## config.mk

```make
export PLATFORM = sky130hd
export DESIGN_NAME = gsm_monitor
export DESIGN_NICKNAME = d
export VERILOG_FILES = /design/src/logic/gsm_pkg.sv /design/src/logic/gsm_monitor.sv
export SDC_FILE = /design/constraint.sdc
export NUM_CORES = 2
export LEC_CHECK = 0
export ABC_AREA = 1
export BUFFER_PORTS_ARGS = -buffer_cell sky130_fd_sc_hd__buf_2
export CAP_MARGIN = 40
export CELL_PAD_IN_SITES_DETAIL_PLACEMENT = 1
export CELL_PAD_IN_SITES_GLOBAL_PLACEMENT = 2
export CORE_MARGIN = 4
export CORE_UTILIZATION = 31
export DETAILED_ROUTE_END_ITERATION = 10
export PLACE_DENSITY_LB_ADDON = 0.1
export SLEW_MARGIN = 5
export SYNTH_ARGS = -nofsm -noshare
export SYNTH_HDL_FRONTEND = slang
export SYNTH_SLANG_ARGS = --single-unit
export TNS_END_PERCENT = 30
```

## constraint.sdc

```tcl
create_clock -name i_sys_clk -period 7.9 [get_ports i_sys_clk]
set_input_delay 0.395 -clock i_sys_clk [delete_from_list [all_inputs] [get_ports i_sys_clk]]
set_output_delay 0.395 -clock i_sys_clk [all_outputs]
set_load 0.02 [all_outputs]
```

## src/logic/gsm_pkg.sv

```systemverilog
package gsm_pkg;

    // ----------------------------------------
    // Clock and timing
    // ----------------------------------------
    localparam int unsigned CLK_HZ = 250_000_000;
    localparam int unsigned TICK_MS = 1;
    localparam int unsigned TICK_CYC = CLK_HZ / 1000 * TICK_MS;
    localparam int unsigned ECU_TIMEOUT_MS = 3000;
    localparam int unsigned SRV_HOLD_MS = 5000;
    localparam logic [31:0] OVERF_NUM = 32'h70;
    localparam logic [31:0] OVERF_DEN = 32'h64;
    localparam logic [15:0] CNT_MAX = 16'hFFFF;

    // ----------------------------------------
    // Alarm bit positions
    // ----------------------------------------
    localparam int N_AL = 14;
    localparam int AL_FREQ = 0;
    localparam int AL_OVERFREQ = 1;
    localparam int AL_RPM = 2;
    localparam int AL_OVERSPEED = 3;
    localparam int AL_VOLT = 4;
    localparam int AL_BATT = 5;
    localparam int AL_START = 6;
    localparam int AL_CHARGE = 7;
    localparam int AL_ECU = 8;
    localparam int AL_VUNBAL = 9;
    localparam int AL_IUNBAL = 10;
    localparam int AL_OVERCUR = 11;
    localparam int AL_PICKUP = 12;
    localparam int AL_SERVICE = 13;

    // Persistence channel positions.
    localparam int N_CH = 7;
    localparam int CH_FREQ = 0;
    localparam int CH_RPM = 1;
    localparam int CH_VOLT = 2;
    localparam int CH_BATT = 3;
    localparam int CH_VUNB = 4;
    localparam int CH_IUNB = 5;
    localparam int CH_PICK = 6;

    // ----------------------------------------
    // Carriers
    // ----------------------------------------
    typedef struct packed {
        logic [15:0] freq;
        logic [15:0] rpm;
        logic [15:0] pickup_rpm;
        logic [15:0] va;
        logic [15:0] vb;
        logic [15:0] vc;
        logic [15:0] ia;
        logic [15:0] ib;
        logic [15:0] ic;
        logic [15:0] vbat;
        logic [15:0] vcharge;
    } gsm_meas_t;

    typedef struct packed {
        logic [15:0] freq_lo;
        logic [15:0] freq_hi;
        logic [15:0] rpm_lo;
        logic [15:0] rpm_hi;
        logic [15:0] rpm_over;
        logic [15:0] volt_lo;
        logic [15:0] volt_hi;
        logic [15:0] bat_lo;
        logic [15:0] bat_hi;
        logic [15:0] charge_lo;
        logic [15:0] unbal;
        logic [15:0] oc_lim;
        logic [15:0] crank_cut;
        logic [31:0] oc_k;
    } gsm_limit_t;

    // All delays in milliseconds.
    typedef struct packed {
        logic [15:0] holdoff;
        logic [15:0] freq_dly;
        logic [15:0] rpm_dly;
        logic [15:0] volt_fail;
        logic [15:0] bat_dly;
        logic [15:0] sig_loss;
    } gsm_timer_t;

    typedef enum logic [1:0] {SRV_IDLE, SRV_HOLD, SRV_DONE} gsm_srv_t;

endpackage

```

## src/logic/gsm_monitor.sv

```systemverilog
`timescale 1ns/10ps
// Behaviour
// RULE1 - Frequency out of limits after delay, post-holdoff
// RULE2 - Frequency 12% over high limit stops immediately
// RULE3 - Rpm out of limits after delay, post-holdoff
// RULE4 - Rpm overshoot always stops immediately; code stops only if its i_sd_action bit is set and disable is off
// RULE5 - Phase voltage out of limits for fail time
// RULE6 - Battery voltage out of limits after delay
// RULE7 - Not running after all start attempts
// RULE8 - Charge voltage low after holdoff
// RULE9 - Engine controller silent three seconds raises alarm
// RULE10 - Controller timeout only checked while fuel on
// RULE11 - Voltage deviation from average for fail time
// RULE12 - Current deviation from average, programmable action
// RULE13 - Overcurrent trips on inverse-time accumulated excess
// RULE14 - Overcurrent cleared early cancels pending trip
// RULE15 - Pickup rpm under crank cut for time
// RULE16 - Any expired service counter raises alarm
// RULE17 - Both buttons held five seconds reset counters
// RULE18 - Shutdown lights led, opens contactor, stops engine
// RULE19 - Only the first shutdown fault is registered
// RULE20 - Latched alarms stay after condition clears
// RULE21 - Disable input turns shutdowns into warnings
// RULE22 - Persistence timers restart when condition clears
module gsm_monitor #(
    parameter int unsigned TICK_CYC = gsm_pkg::TICK_CYC,
    parameter int unsigned ECU_TICKS = gsm_pkg::ECU_TIMEOUT_MS,
    parameter int unsigned HOLD_TICKS = gsm_pkg::SRV_HOLD_MS
) (
    // Clock and reset.
    input wire logic i_sys_clk,
    input wire logic i_reset,
    // Measurements and settings.
    input wire gsm_pkg::gsm_meas_t i_meas,
    input wire gsm_pkg::gsm_limit_t i_limit,
    input wire gsm_pkg::gsm_timer_t i_timer,
    input wire logic [gsm_pkg::N_AL-1:0] i_latch_mask,
    input wire logic [gsm_pkg::N_AL-1:0] i_sd_action,
    // Engine status.
    input wire logic i_engine_running,
    input wire logic i_fuel_on,
    input wire logic i_starts_exhausted,
    input wire logic i_ecu_msg,
    input wire logic [2:0] i_service_expired,
    input wire logic i_alarm_reset,
    // Panel pins.
    input wire logic i_disable_prot_pin,
    input wire logic i_btn_mute_pin,
    input wire logic i_btn_lamp_pin,
    // Shutdown outputs.
    output logic o_shutdown,
    output logic o_alarm_led,
    output logic o_alarm_out,
    output logic o_engine_stop,
    output logic o_gen_contactor_open,
    output logic [gsm_pkg::N_AL-1:0] o_shutdown_bits,
    output logic [gsm_pkg::N_AL-1:0] o_warn_bits,
    // Service counter reset.
    output logic o_service_reset,
    output logic o_service_done_msg
);

    // ----------------------------------------
    // Pin synchronisers and millisecond tick
    // ----------------------------------------
    logic [2:0] sync1_r;
    logic [2:0] sync2_r;
    logic dis_s;
    logic both_s;
    logic [31:0] tick_cnt_r;
    logic tick;

    // Two flops on each panel pin.
    always_ff @(posedge i_sys_clk or posedge i_reset)
    begin
        if (i_reset)
        begin
            sync1_r <= 3'h0;
            sync2_r <= 3'h0;
        end
        else
        begin
            sync1_r <= {i_disable_prot_pin, i_btn_mute_pin, i_btn_lamp_pin};
            sync2_r <= sync1_r;
        end
    end

    assign dis_s = sync2_r[2];
    assign both_s = sync2_r[1] & sync2_r[0];
    assign tick = (tick_cnt_r == TICK_CYC - 1);

    // Free-running divider giving one pulse per millisecond.
    always_ff @(posedge i_sys_clk or posedge i_reset)
    begin
        if (i_reset)
            tick_cnt_r <= 32'h0;
        else if (tick)
            tick_cnt_r <= 32'h0;
        else
            tick_cnt_r <= tick_cnt_r + 32'h1;
    end

    // ----------------------------------------
    // Fault holdoff after engine start
    // ----------------------------------------
    logic [15:0] run_ms_r;
    logic holdoff_done;

    // Counts running time; restarts whenever the engine stops.
    always_ff @(posedge i_sys_clk or posedge i_reset)
    begin
        if (i_reset)
            run_ms_r <= 16'h0;
        else if (!i_engine_running)
            run_ms_r <= 16'h0;
        else if (tick && run_ms_r != gsm_pkg::CNT_MAX)
            run_ms_r <= run_ms_r + 16'h1;
    end

    assign holdoff_done = i_engine_running && (run_ms_r >= i_timer.holdoff);

    // ----------------------------------------
    // Fault conditions
    // ----------------------------------------
    // True when three times x differs from the phase sum by more than three limits.
    function automatic logic dev3(input logic [15:0] x, input logic [17:0] s,
                                  input logic [15:0] lim);
        logic [17:0] x3;
        logic [17:0] d;
        x3 = 18'(x) * 18'h3;
        d = (x3 > s) ? x3 - s : s - x3;
        return d > 18'(lim) * 18'h3;
    endfunction

    logic [17:0] vsum;
    logic [17:0] isum;
    logic over_f;
    logic over_rpm;
    logic [15:0] imax;
    logic oc_over;
    logic [gsm_pkg::N_CH-1:0] p_cond;
    logic [gsm_pkg::N_CH-1:0] p_trip;
    logic [15:0] p_dly [gsm_pkg::N_CH];
    logic [15:0] p_cnt_r [gsm_pkg::N_CH];

    assign vsum = 18'(i_meas.va) + 18'(i_meas.vb) + 18'(i_meas.vc);
    assign isum = 18'(i_meas.ia) + 18'(i_meas.ib) + 18'(i_meas.ic);
    // Second frequency limit 12% above the high limit, always watched.
    assign over_f = 32'(i_meas.freq) * gsm_pkg::OVERF_DEN >
                    32'(i_limit.freq_hi) * gsm_pkg::OVERF_NUM; // RULE2
    assign over_rpm = i_meas.rpm > i_limit.rpm_over; // RULE4
    assign imax = (i_meas.ia > i_meas.ib) ?
                  ((i_meas.ia > i_meas.ic) ? i_meas.ia : i_meas.ic) :
                  ((i_meas.ib > i_meas.ic) ? i_meas.ib : i_meas.ic);
    assign oc_over = imax > i_limit.oc_lim;

    // Conditions that must persist, each with a delay; CH_VOLT, CH_VUNB and CH_IUNB share volt_fail.
    always_comb
    begin
        p_cond[gsm_pkg::CH_FREQ] = holdoff_done && (i_meas.freq < i_limit.freq_lo ||
                                   i_meas.freq > i_limit.freq_hi); // RULE1
        p_cond[gsm_pkg::CH_RPM] = holdoff_done && (i_meas.rpm < i_limit.rpm_lo ||
                                  i_meas.rpm > i_limit.rpm_hi); // RULE3
        p_cond[gsm_pkg::CH_VOLT] = holdoff_done &&
            (i_meas.va < i_limit.volt_lo || i_meas.va > i_limit.volt_hi ||
             i_meas.vb < i_limit.volt_lo || i_meas.vb > i_limit.volt_hi ||
             i_meas.vc < i_limit.volt_lo || i_meas.vc > i_limit.volt_hi); // RULE5
        p_cond[gsm_pkg::CH_BATT] = i_meas.vbat < i_limit.bat_lo ||
                                   i_meas.vbat > i_limit.bat_hi; // RULE6
        p_cond[gsm_pkg::CH_VUNB] = holdoff_done && (dev3(i_meas.va, vsum, i_limit.unbal) ||
            dev3(i_meas.vb, vsum, i_limit.unbal) ||
            dev3(i_meas.vc, vsum, i_limit.unbal)); // RULE11
        p_cond[gsm_pkg::CH_IUNB] = holdoff_done && (dev3(i_meas.ia, isum, i_limit.unbal) ||
            dev3(i_meas.ib, isum, i_limit.unbal) ||
            dev3(i_meas.ic, isum, i_limit.unbal)); // RULE12
        p_cond[gsm_pkg::CH_PICK] = i_engine_running &&
                                   i_meas.pickup_rpm < i_limit.crank_cut; // RULE15
        p_dly[gsm_pkg::CH_FREQ] = i_timer.freq_dly;
        p_dly[gsm_pkg::CH_RPM] = i_timer.rpm_dly;
        p_dly[gsm_pkg::CH_VOLT] = i_timer.volt_fail;
        p_dly[gsm_pkg::CH_BATT] = i_timer.bat_dly;
        p_dly[gsm_pkg::CH_VUNB] = i_timer.volt_fail;
        p_dly[gsm_pkg::CH_IUNB] = i_timer.volt_fail;
        p_dly[gsm_pkg::CH_PICK] = i_timer.sig_loss;
    end

    // ----------------------------------------
    // Persistence timers
    // ----------------------------------------
    for (genvar g = 0; g < gsm_pkg::N_CH; g++)
    begin : g_persist
        // Counts milliseconds of continuous fault; any gap restarts it.
        always_ff @(posedge i_sys_clk or posedge i_reset)
        begin
            if (i_reset)
                p_cnt_r[g] <= 16'h0;
            else if (!p_cond[g])
                p_cnt_r[g] <= 16'h0; // RULE22
            else if (tick && p_cnt_r[g] != gsm_pkg::CNT_MAX)
                p_cnt_r[g] <= p_cnt_r[g] + 16'h1;
        end
        assign p_trip[g] = p_cond[g] && (p_cnt_r[g] >= p_dly[g]);
    end

    // ----------------------------------------
    // Inverse-time overcurrent
    // ----------------------------------------
    logic [31:0] oc_acc_r;
    logic [32:0] oc_sum;

    assign oc_sum = 33'(oc_acc_r) + 33'(imax - i_limit.oc_lim);

    // Excess over the limit is integrated; larger overloads trip sooner.
    always_ff @(posedge i_sys_clk or posedge i_reset)
    begin
        if (i_reset)
            oc_acc_r <= 32'h0;
        else if (!oc_over)
            oc_acc_r <= 32'h0; // RULE14
        else if (tick)
            oc_acc_r <= oc_sum[32] ? 32'hFFFFFFFF : oc_sum[31:0]; // RULE13
    end

    // ----------------------------------------
    // Engine controller message timeout
    // ----------------------------------------
    logic [15:0] ecu_cnt_r;

    // Silence timer; held at zero while fuel is off or on each message.
    always_ff @(posedge i_sys_clk or posedge i_reset)
    begin
        if (i_reset)
            ecu_cnt_r <= 16'h0;
        else if (!i_fuel_on || i_ecu_msg)
            ecu_cnt_r <= 16'h0; // RULE10
        else if (tick && ecu_cnt_r != 16'(ECU_TICKS))
            ecu_cnt_r <= ecu_cnt_r + 16'h1; // RULE9
    end

    // ----------------------------------------
    // Alarm vector
    // ----------------------------------------
    logic [gsm_pkg::N_AL-1:0] al;
    logic [gsm_pkg::N_AL-1:0] al_sd;
    logic [gsm_pkg::N_AL-1:0] first;

    always_comb
    begin
        al = '0;
        al[gsm_pkg::AL_FREQ] = p_trip[gsm_pkg::CH_FREQ];
        al[gsm_pkg::AL_OVERFREQ] = over_f;
        al[gsm_pkg::AL_RPM] = p_trip[gsm_pkg::CH_RPM];
        al[gsm_pkg::AL_OVERSPEED] = over_rpm;
        al[gsm_pkg::AL_VOLT] = p_trip[gsm_pkg::CH_VOLT];
        al[gsm_pkg::AL_BATT] = p_trip[gsm_pkg::CH_BATT];
        al[gsm_pkg::AL_START] = i_starts_exhausted && !i_engine_running; // RULE7
        al[gsm_pkg::AL_CHARGE] = holdoff_done &&
                                 i_meas.vcharge < i_limit.charge_lo; // RULE8
        al[gsm_pkg::AL_ECU] = i_fuel_on && ecu_cnt_r == 16'(ECU_TICKS); // RULE9
        al[gsm_pkg::AL_VUNBAL] = p_trip[gsm_pkg::CH_VUNB];
        al[gsm_pkg::AL_IUNBAL] = p_trip[gsm_pkg::CH_IUNB];
        al[gsm_pkg::AL_OVERCUR] = oc_over && oc_acc_r >= i_limit.oc_k; // RULE13
        al[gsm_pkg::AL_PICKUP] = p_trip[gsm_pkg::CH_PICK];
        al[gsm_pkg::AL_SERVICE] = |i_service_expired; // RULE16
    end

    // Only alarms whose action is shutdown compete; lowest bit wins a tie.
    assign al_sd = al & i_sd_action; // RULE12
    assign first = al_sd & (~al_sd + 1'b1);

    // ----------------------------------------
    // First-fault shutdown register
    // ----------------------------------------
    logic [gsm_pkg::N_AL-1:0] sd_r;
    logic [gsm_pkg::N_AL-1:0] warn_r;

    // Captures the first shutdown; later faults are ignored while it stands.
    always_ff @(posedge i_sys_clk or posedge i_reset)
    begin
        if (i_reset)
            sd_r <= '0;
        else if (sd_r == '0)
        begin
            if (!dis_s)
                sd_r <= first; // RULE19
        end
        else if ((sd_r & al) == '0 && ((sd_r & i_latch_mask) == '0 || i_alarm_reset))
            sd_r <= '0; // RULE20
    end

    // With protections disabled and no shutdown standing, every alarm is shown as a warning only.
    always_ff @(posedge i_sys_clk or posedge i_reset)
    begin
        if (i_reset)
            warn_r <= '0;
        else if (dis_s && sd_r == '0)
            warn_r <= al; // RULE21
        else
            warn_r <= '0;
    end

    // Shutdown drives the led, contactor release, stop and alarm output.
    assign o_shutdown = |sd_r; // RULE18
    assign o_alarm_led = |sd_r;
    assign o_alarm_out = |sd_r;
    assign o_engine_stop = |sd_r;
    assign o_gen_contactor_open = |sd_r;
    assign o_shutdown_bits = sd_r;
    assign o_warn_bits = warn_r;

    // ----------------------------------------
    // Service counter reset by button hold
    // ----------------------------------------
    gsm_pkg::gsm_srv_t srv_r;
    logic [15:0] hold_cnt_r;
    logic srv_pulse_r;

    // Both buttons held for the full time give one reset pulse.
    always_ff @(posedge i_sys_clk or posedge i_reset)
    begin
        if (i_reset)
        begin
            srv_r <= gsm_pkg::SRV_IDLE;
            hold_cnt_r <= 16'h0;
            srv_pulse_r <= 1'b0;
        end
        else
        begin
            srv_pulse_r <= 1'b0;
            unique case (srv_r)
                gsm_pkg::SRV_IDLE:
                begin
                    hold_cnt_r <= 16'h0;
                    if (both_s)
                        srv_r <= gsm_pkg::SRV_HOLD;
                end
                gsm_pkg::SRV_HOLD:
                begin
                    if (!both_s)
                        srv_r <= gsm_pkg::SRV_IDLE;
                    else if (tick && hold_cnt_r == 16'(HOLD_TICKS - 1))
                    begin
                        srv_r <= gsm_pkg::SRV_DONE;
                        srv_pulse_r <= 1'b1; // RULE17
                    end
                    else if (tick)
                        hold_cnt_r <= hold_cnt_r + 16'h1;
                end
                gsm_pkg::SRV_DONE:
                begin
                    if (!both_s)
                        srv_r <= gsm_pkg::SRV_IDLE;
                end
            endcase
        end
    end

    assign o_service_reset = srv_pulse_r;
    assign o_service_done_msg = (srv_r == gsm_pkg::SRV_DONE); // RULE17
endmodule

```

==> Yosys cells after proc, flatten, opt, wreduce, memory -nomap -nowiden <==
Cells that the tools add are included.
{ "totals": {"regBits": 261, "out_inout_bits": 35, "elab_cells": 239} }
{ "classes": {"add_sub_neg": 30, "n_mul": 9, "order_cmp": 41, "n_eq_ne": 30, "muxes": 47, "bitwise_logic": 6, "reduce_logical": 58} }
{ "ops": {"columns": ["cell", "n"], "rows": [
  ["two-way mux 16 bit", 24],
  ["greater-than comparator 18 bit", 12],
  ["subtractor 18 bit", 12],
  ["greater-than comparator 16 bit", 11],
  ["adder 16 x 1 -> 16 bit (second input constant)", 10],
  ["greater-or-equal comparator 16 bit", 8],
  ["< comparator 16 bit", 8],
  ["two-way mux 32 bit", 4],
  ["!= test 16 bit (second input constant)", 8],
  ["multiplier 16 x 2 -> 18 bit (second input constant)", 7],
  ["two-way mux 18 bit", 6],
  ["AND 14 bit", 4],
  ["two-way mux 14 bit", 4],
  ["zero test 14 bit", 3],
  ["adder 17 x 16 -> 18 bit", 2],
  ["adder 16 x 16 -> 17 bit", 2],
  ["adder 32 x 33 -> 33 bit", 1],
  ["adder 32 x 1 -> 32 bit (second input constant)", 1],
  ["equality test 32 x 18 -> 1 bit (second input constant)", 1],
  ["greater-or-equal comparator 32 bit", 1],
  ["one-hot mux 16 bit (2 select lines)", 1],
  ["logical AND 1 bit", 30],
  ["greater-than comparator 23 bit", 1],
  ["multiplier 16 x 5 -> 21 bit (second input constant)", 1],
  ["other kinds (25)", 59]
]} }

==> Logic depth before layout (Yosys ltp) <==
{ "depth": {"word_depth": 15, "mapped_depth": 47, "depth_no_buf": 47} }

==> Worst setup path before layout <==
OpenSTA, ideal clock, no wires.
{ "synth_timing": {"kind": "in2reg", "start": "input i_meas[33] (netlist name)", "end": "register oc_acc_r[0]", "t_arrival_ps": 5906, "required_time_ps": 7783, "slack_ps": 1876, "stages": 37, "path_buffers": 3, "path_cell_list": "inv_1 ha_1 a21oi_1 o21ai_0 nand2_1 o211ai_1 nand2_1 o2111ai_1 nand2_1 clkbuf_1 clkbuf_1 nand2_1 o21ai_0 nand2_1 o21ai_1 inv_1 ha_1 a21oi_1 o21ai_0 a21boi_0 nor2_1 nor2_1 o21ai_0 a21oi_1 ha_1 a21oi_1 o21ai_0 a21oi_1 nand3_1 a21o_1 a21oi_1 nand2_1 nand2_1 buf_2 nand2_1 nand2_1 nand2_1"} }
{ "synth_between": {"elab_chain_cells": 8, "word_cells_on_any_way": 12, "cone_classes": "2 x add/sub; 3 x order compare; 1 x eq/ne; 6 x mux"} }
{ "synth_rtl": {"columns": ["item", "line_no", "text"], "rows": [
  ["start, declared", "gsm_monitor.sv:34", "input wire gsm_pkg::gsm_meas_t i_meas,"],
  ["greater-than comparator 16 bit (on tied branches)", "gsm_monitor.sv:154, gsm_monitor.sv:153", null],
  ["two-way mux 16 bit (on tied branches)", "gsm_monitor.sv:154, gsm_monitor.sv:153", null],
  ["two-way mux 16 bit (*)", "gsm_monitor.sv:152", "assign imax = (i_meas.ia > i_meas.ib) ?"],
  ["subtractor 16 x 16 -> 17 bit", "gsm_monitor.sv:211", "assign oc_sum = 33'(oc_acc_r) + 33'(imax - i_limit.oc_lim);"],
  ["adder 32 x 33 -> 33 bit", "gsm_monitor.sv:211", null],
  ["two-way mux 32 bit", "gsm_monitor.sv:221", "oc_acc_r <= oc_sum[32] ? 32'hFFFFFFFF : oc_sum[31:0];"],
  ["two-way mux 32 bit", "gsm_monitor.sv:220", "else if (tick)"],
  ["two-way mux 32 bit", "gsm_monitor.sv:218", "else if (!oc_over)"],
  ["end signal, assigned", "gsm_monitor.sv:221", null],
  ["end, declared", "gsm_monitor.sv:208", "logic [31:0] oc_acc_r;"]
]} }
Mark *: on every way between the ends. The rest lies on a longest branch, timed or not. The select of a mux whose other input is x is not followed.
A chain may end at the register's enable or synchronous reset.

==> Worst setup path in the final report <==
{ "layout_timing": {"start": "input i_meas[65] (netlist name)", "end": "register sd_r, in the netlist o_shutdown_bits[3]"} }
{ "layout_between": {"elab_chain_cells": 14, "word_cells_on_any_way": 33, "cone_classes": "8 x add/sub; 1 x mul; 9 x order compare; 5 x mux; 1 x bitwise; 9 x reduce/logical"} }
{ "layout_rtl": {"columns": ["item", "line_no", "text"], "rows": [
  ["parallel branches: the longest is 9 deep, another holds multiplier 16 x 2 -> 18 bit", null, null],
  ["AND 14 bit (*)", "gsm_monitor.sv:287", "else if ((sd_r & al) == '0 && ((sd_r & i_latch_mask) == '0 || i_alarm_reset))"],
  ["zero test 14 bit (*)", "gsm_monitor.sv:287", null],
  ["logical AND 1 bit (*)", "gsm_monitor.sv:287", null],
  ["nonzero test 2 bit (no source line) (*)", null, null],
  ["AND reduction 2 bit (no source line) (*)", null, null],
  ["end signal, assigned", "gsm_monitor.sv:285", "sd_r <= first;"],
  ["end, declared", "gsm_monitor.sv:274", "logic [gsm_pkg::N_AL-1:0] sd_r;"]
]} }
Mark *: on every way between the ends.

==> out/summary.txt <==
pre-CTS setup slack -> 0.158 ns
Slew HR -> 38.3%
CTS HTree Levels -> 1
startpoint type of the worst setup path -> input pin
CP required -> 8.39 ns
setup bufs post-CTS -> 0
buffer and inverter count on the worst path -> 9
CTS clk-pin slew, worst paths -> 0.07 ns
CP Capture Type -> flip-flop
leakage power total -> 0.0324 uW
DR vias/cell -> 4.89
CTS-repair resized insts -> 0
adder-cell area share of the yosys netlist -> 28.8%
syn_area_per_cell -> 6.61 sq um
setup total negative slack -> 0 ns
antenna-violating nets left -> 0
Root Buffer -> clkbuf_16
area occupied by multi-input gates -> 0.0386 sq mm
die area -> 0.170 sq mm
vias in the first global route -> 53500
largest net degree at the start of global routing -> 85
Async SR Flop Fraction -> 100%
global placer's final weighted congestion -> 0.893
Layout area overhead -> 13.9%
CP dominant cell by count -> nand2_1
IO Pins -> 588
worst setup margin -> 0.702 ns
largest family of logic cells by synthesized area -> adder cells
clock buffer count from CTS -> 30
Syn Nets -> 9359
initial drt markers -> 2052
antenna violations before repair -> 13
sequential area share after synthesis -> 12.9%
share of the synthesized area in the top cell type -> 25.6%
worst slew pin tran -> 0.914 ns
clk_skew -> 0.0163 ns
# clock sinks -> 261
DRT Wirelength -> 199000 um
synth unique cells -> 69
Core Region -> 0.163 sq mm
Fmax -> 0.139 GHz
Post-synth top cells -> nand2_1, inv_1, ha_1, a21oi_1, nor2_1
mux cell area share after synthesis -> 0%
cells after synthesis -> 7685
GRT Total Usage -> 22.7%
FF-to-FF setup slack -> 4.63 ns
Mapped Area -> 0.0508 sq mm
CTS max path bufs -> 3
Critical Path AT -> 7.69 ns
Detail Placement HPWL -> 175000 um
Tcrit/Tclk final -> 91.1%
final-report setup violation count -> 0
Chip Width -> 413 um
RSZ-0062 raised after global routing -> no
Warnings, synthesis -> 0
critical path class -> input pin to flip-flop
Max Cap Violations -> 0
top-count cell post-synth -> nand2_1
ranking of synthesized cells by area -> ha_1, nand2_1, dfrtp_1, inv_1, a21oi_1
max-slew violation count -> 0
highest net fanout along the worst path -> 12
fillers -> 21200
final hold vios -> 0
DRC -> 0
row cnt -> 148
Largest stage delay, worst path -> 0.56 ns
PortBufs -> 587
grt total ovfl -> 0
WL/cell -> 18.9 um
Worst Hold Class -> input pin to flip-flop
worst-skew pair later-pin latency -> 0.61 ns
Tmin final -> 7.20 ns
initial core utilization -> 31.2%
Yosys reg bits -> 261
EDFF count, synth -> 0
CTS Hold Bufs -> 4
top_reg_cell synth -> dfrtp_1
Largest delay share family, worst path -> simple AND/OR/NAND/NOR gates
post-synthesis simple-gate area fraction -> 25.6%
critical path's slowest cell -> xor2_1
layout cells sized above 1 -> 9.83%
Vias -> 51400
count of nets after finishing -> 9995
leading area contributor after synthesis -> ha_1
VDD IR-drop max -> 0.165 mV
drt pass-1 iters -> 7
complex-gate fraction of the synthesized area -> 14.2%
first-pass GRT wire length -> 307000 um
outcome -> finished clean
height of the die -> 413 um
CTS tree -> yes
xor/xnor share of the synthesized area -> 7.37%
power per cell area -> 246 mW/mm^2
Reg area -> 0.00653 sq mm
[power by group]
| part | switching, uW | internal (uW) | total, uW | leakage, uW |
|---|---|---|---|---|
| registers | 23.8 | 1360 | 1380 | 0.00361 |
| logic | 7420 | 4010 | 11400 | 0.0283 |
| clock network | 642 | 777 | 1420 | 0.000466 |
[placed cells by master, fill, tap and decap left out, drive strengths merged, types with 15 or more instances in the layout]
master  instances
a21oi         687
a31oi          17
xnor2          80
nand2        1884
nand4         114
xor2          345
nor4           39
ha           1039
a21boi         28
o21a           28
nand3         314
clkbuf         40
o21bai         63
fa             82
a211oi         15
inv          1391
nor3          162
nor3b          17
buf           683
dfrtp         261
nor2          554
o211ai         20
a21o           26
o21ai         358
[cell families (layout without fill, tap and decap cells)]
logic type	Yosys count	count (layout)
flip-flops	261	261
AO/OA/AOI/OAI	1297	1297
adder cells (fa/ha/maj)	1121	1121
buffers and inverters	1476	2131
AND/OR/NAND/NOR	3105	3105
XOR/XNOR	425	425
other	0	4
[sequential cells by signal, indices dropped and copies added (netlist names), 2 cells and up]
signal and flops:
ecu_cnt_r 16, hold_cnt_r 16, o_shutdown_bits 14, o_warn_bits 14, oc_acc_r 32, p_cnt_r 112
run_ms_r 16, srv_r 2, sync1_r 3, sync2_r 3, tick_cnt_r 32
[path summary, 6_finish.rpt]
path                                         start            endpoint  depth (start not counted)
worst max-delay path                    i_meas[65]  o_shutdown_bits[3]                         44
worst min-delay path            i_starts_exhausted      o_warn_bits[6]                          3
worst max register to register      tick_cnt_r[18]         p_cnt_r[63]                         12
worst min register to register          sync1_r[1]          sync2_r[1]                          0
max in group asynchronous                  i_reset         p_cnt_r[59]                          5
min in group asynchronous                  i_reset      o_warn_bits[6]                          3
[area by class of cell]
class	instances	share of cell area, %
multi-input combinational	5948	66.8
inverter	1393	9.08
clock buffer	40	1.45
clock inverter	11	0.203
antenna	4	0.0173
tap	2175	4.70
timing repair buffer	687	6.51
sequential	261	11.3
[layer usage]
metal,global-route usage (%),up-vias,wire length [um]
met5,0,-,84
met3,1.43,104,6170
li1,-,26200,-
met4,3.12,12,2770
met2,40.9,665,96000
met1,30.3,24400,94100
[worst register-to-register path, delay by kind of cell (launching register included)]
| family | cells | cell delay [ns] |
|---|---|---|
| flops | 1 | 0.47 |
| simple gates | 10 | 2.14 |
| compound gates | 1 | 0.04 |
| buf+inv | 1 | 0.52 |
[stage by stage]
step                      power [uW]  hold slack [ns]  cells  area, sq um  utilization, %
after global placement         12700            0.334  10500        56800            34.9
after detailed placement       12900            0.337  10500        56800            34.9
final                          14200           0.0881  10500        57900            35.5
after global routing           16000           0.0846  10500        57800            35.5
after floorplan                 9420            0.331   7685        50800               -
after CTS                      14400           0.0310  10500        57800            35.5
No activity file was read; power rests on OpenSTA's default activity.
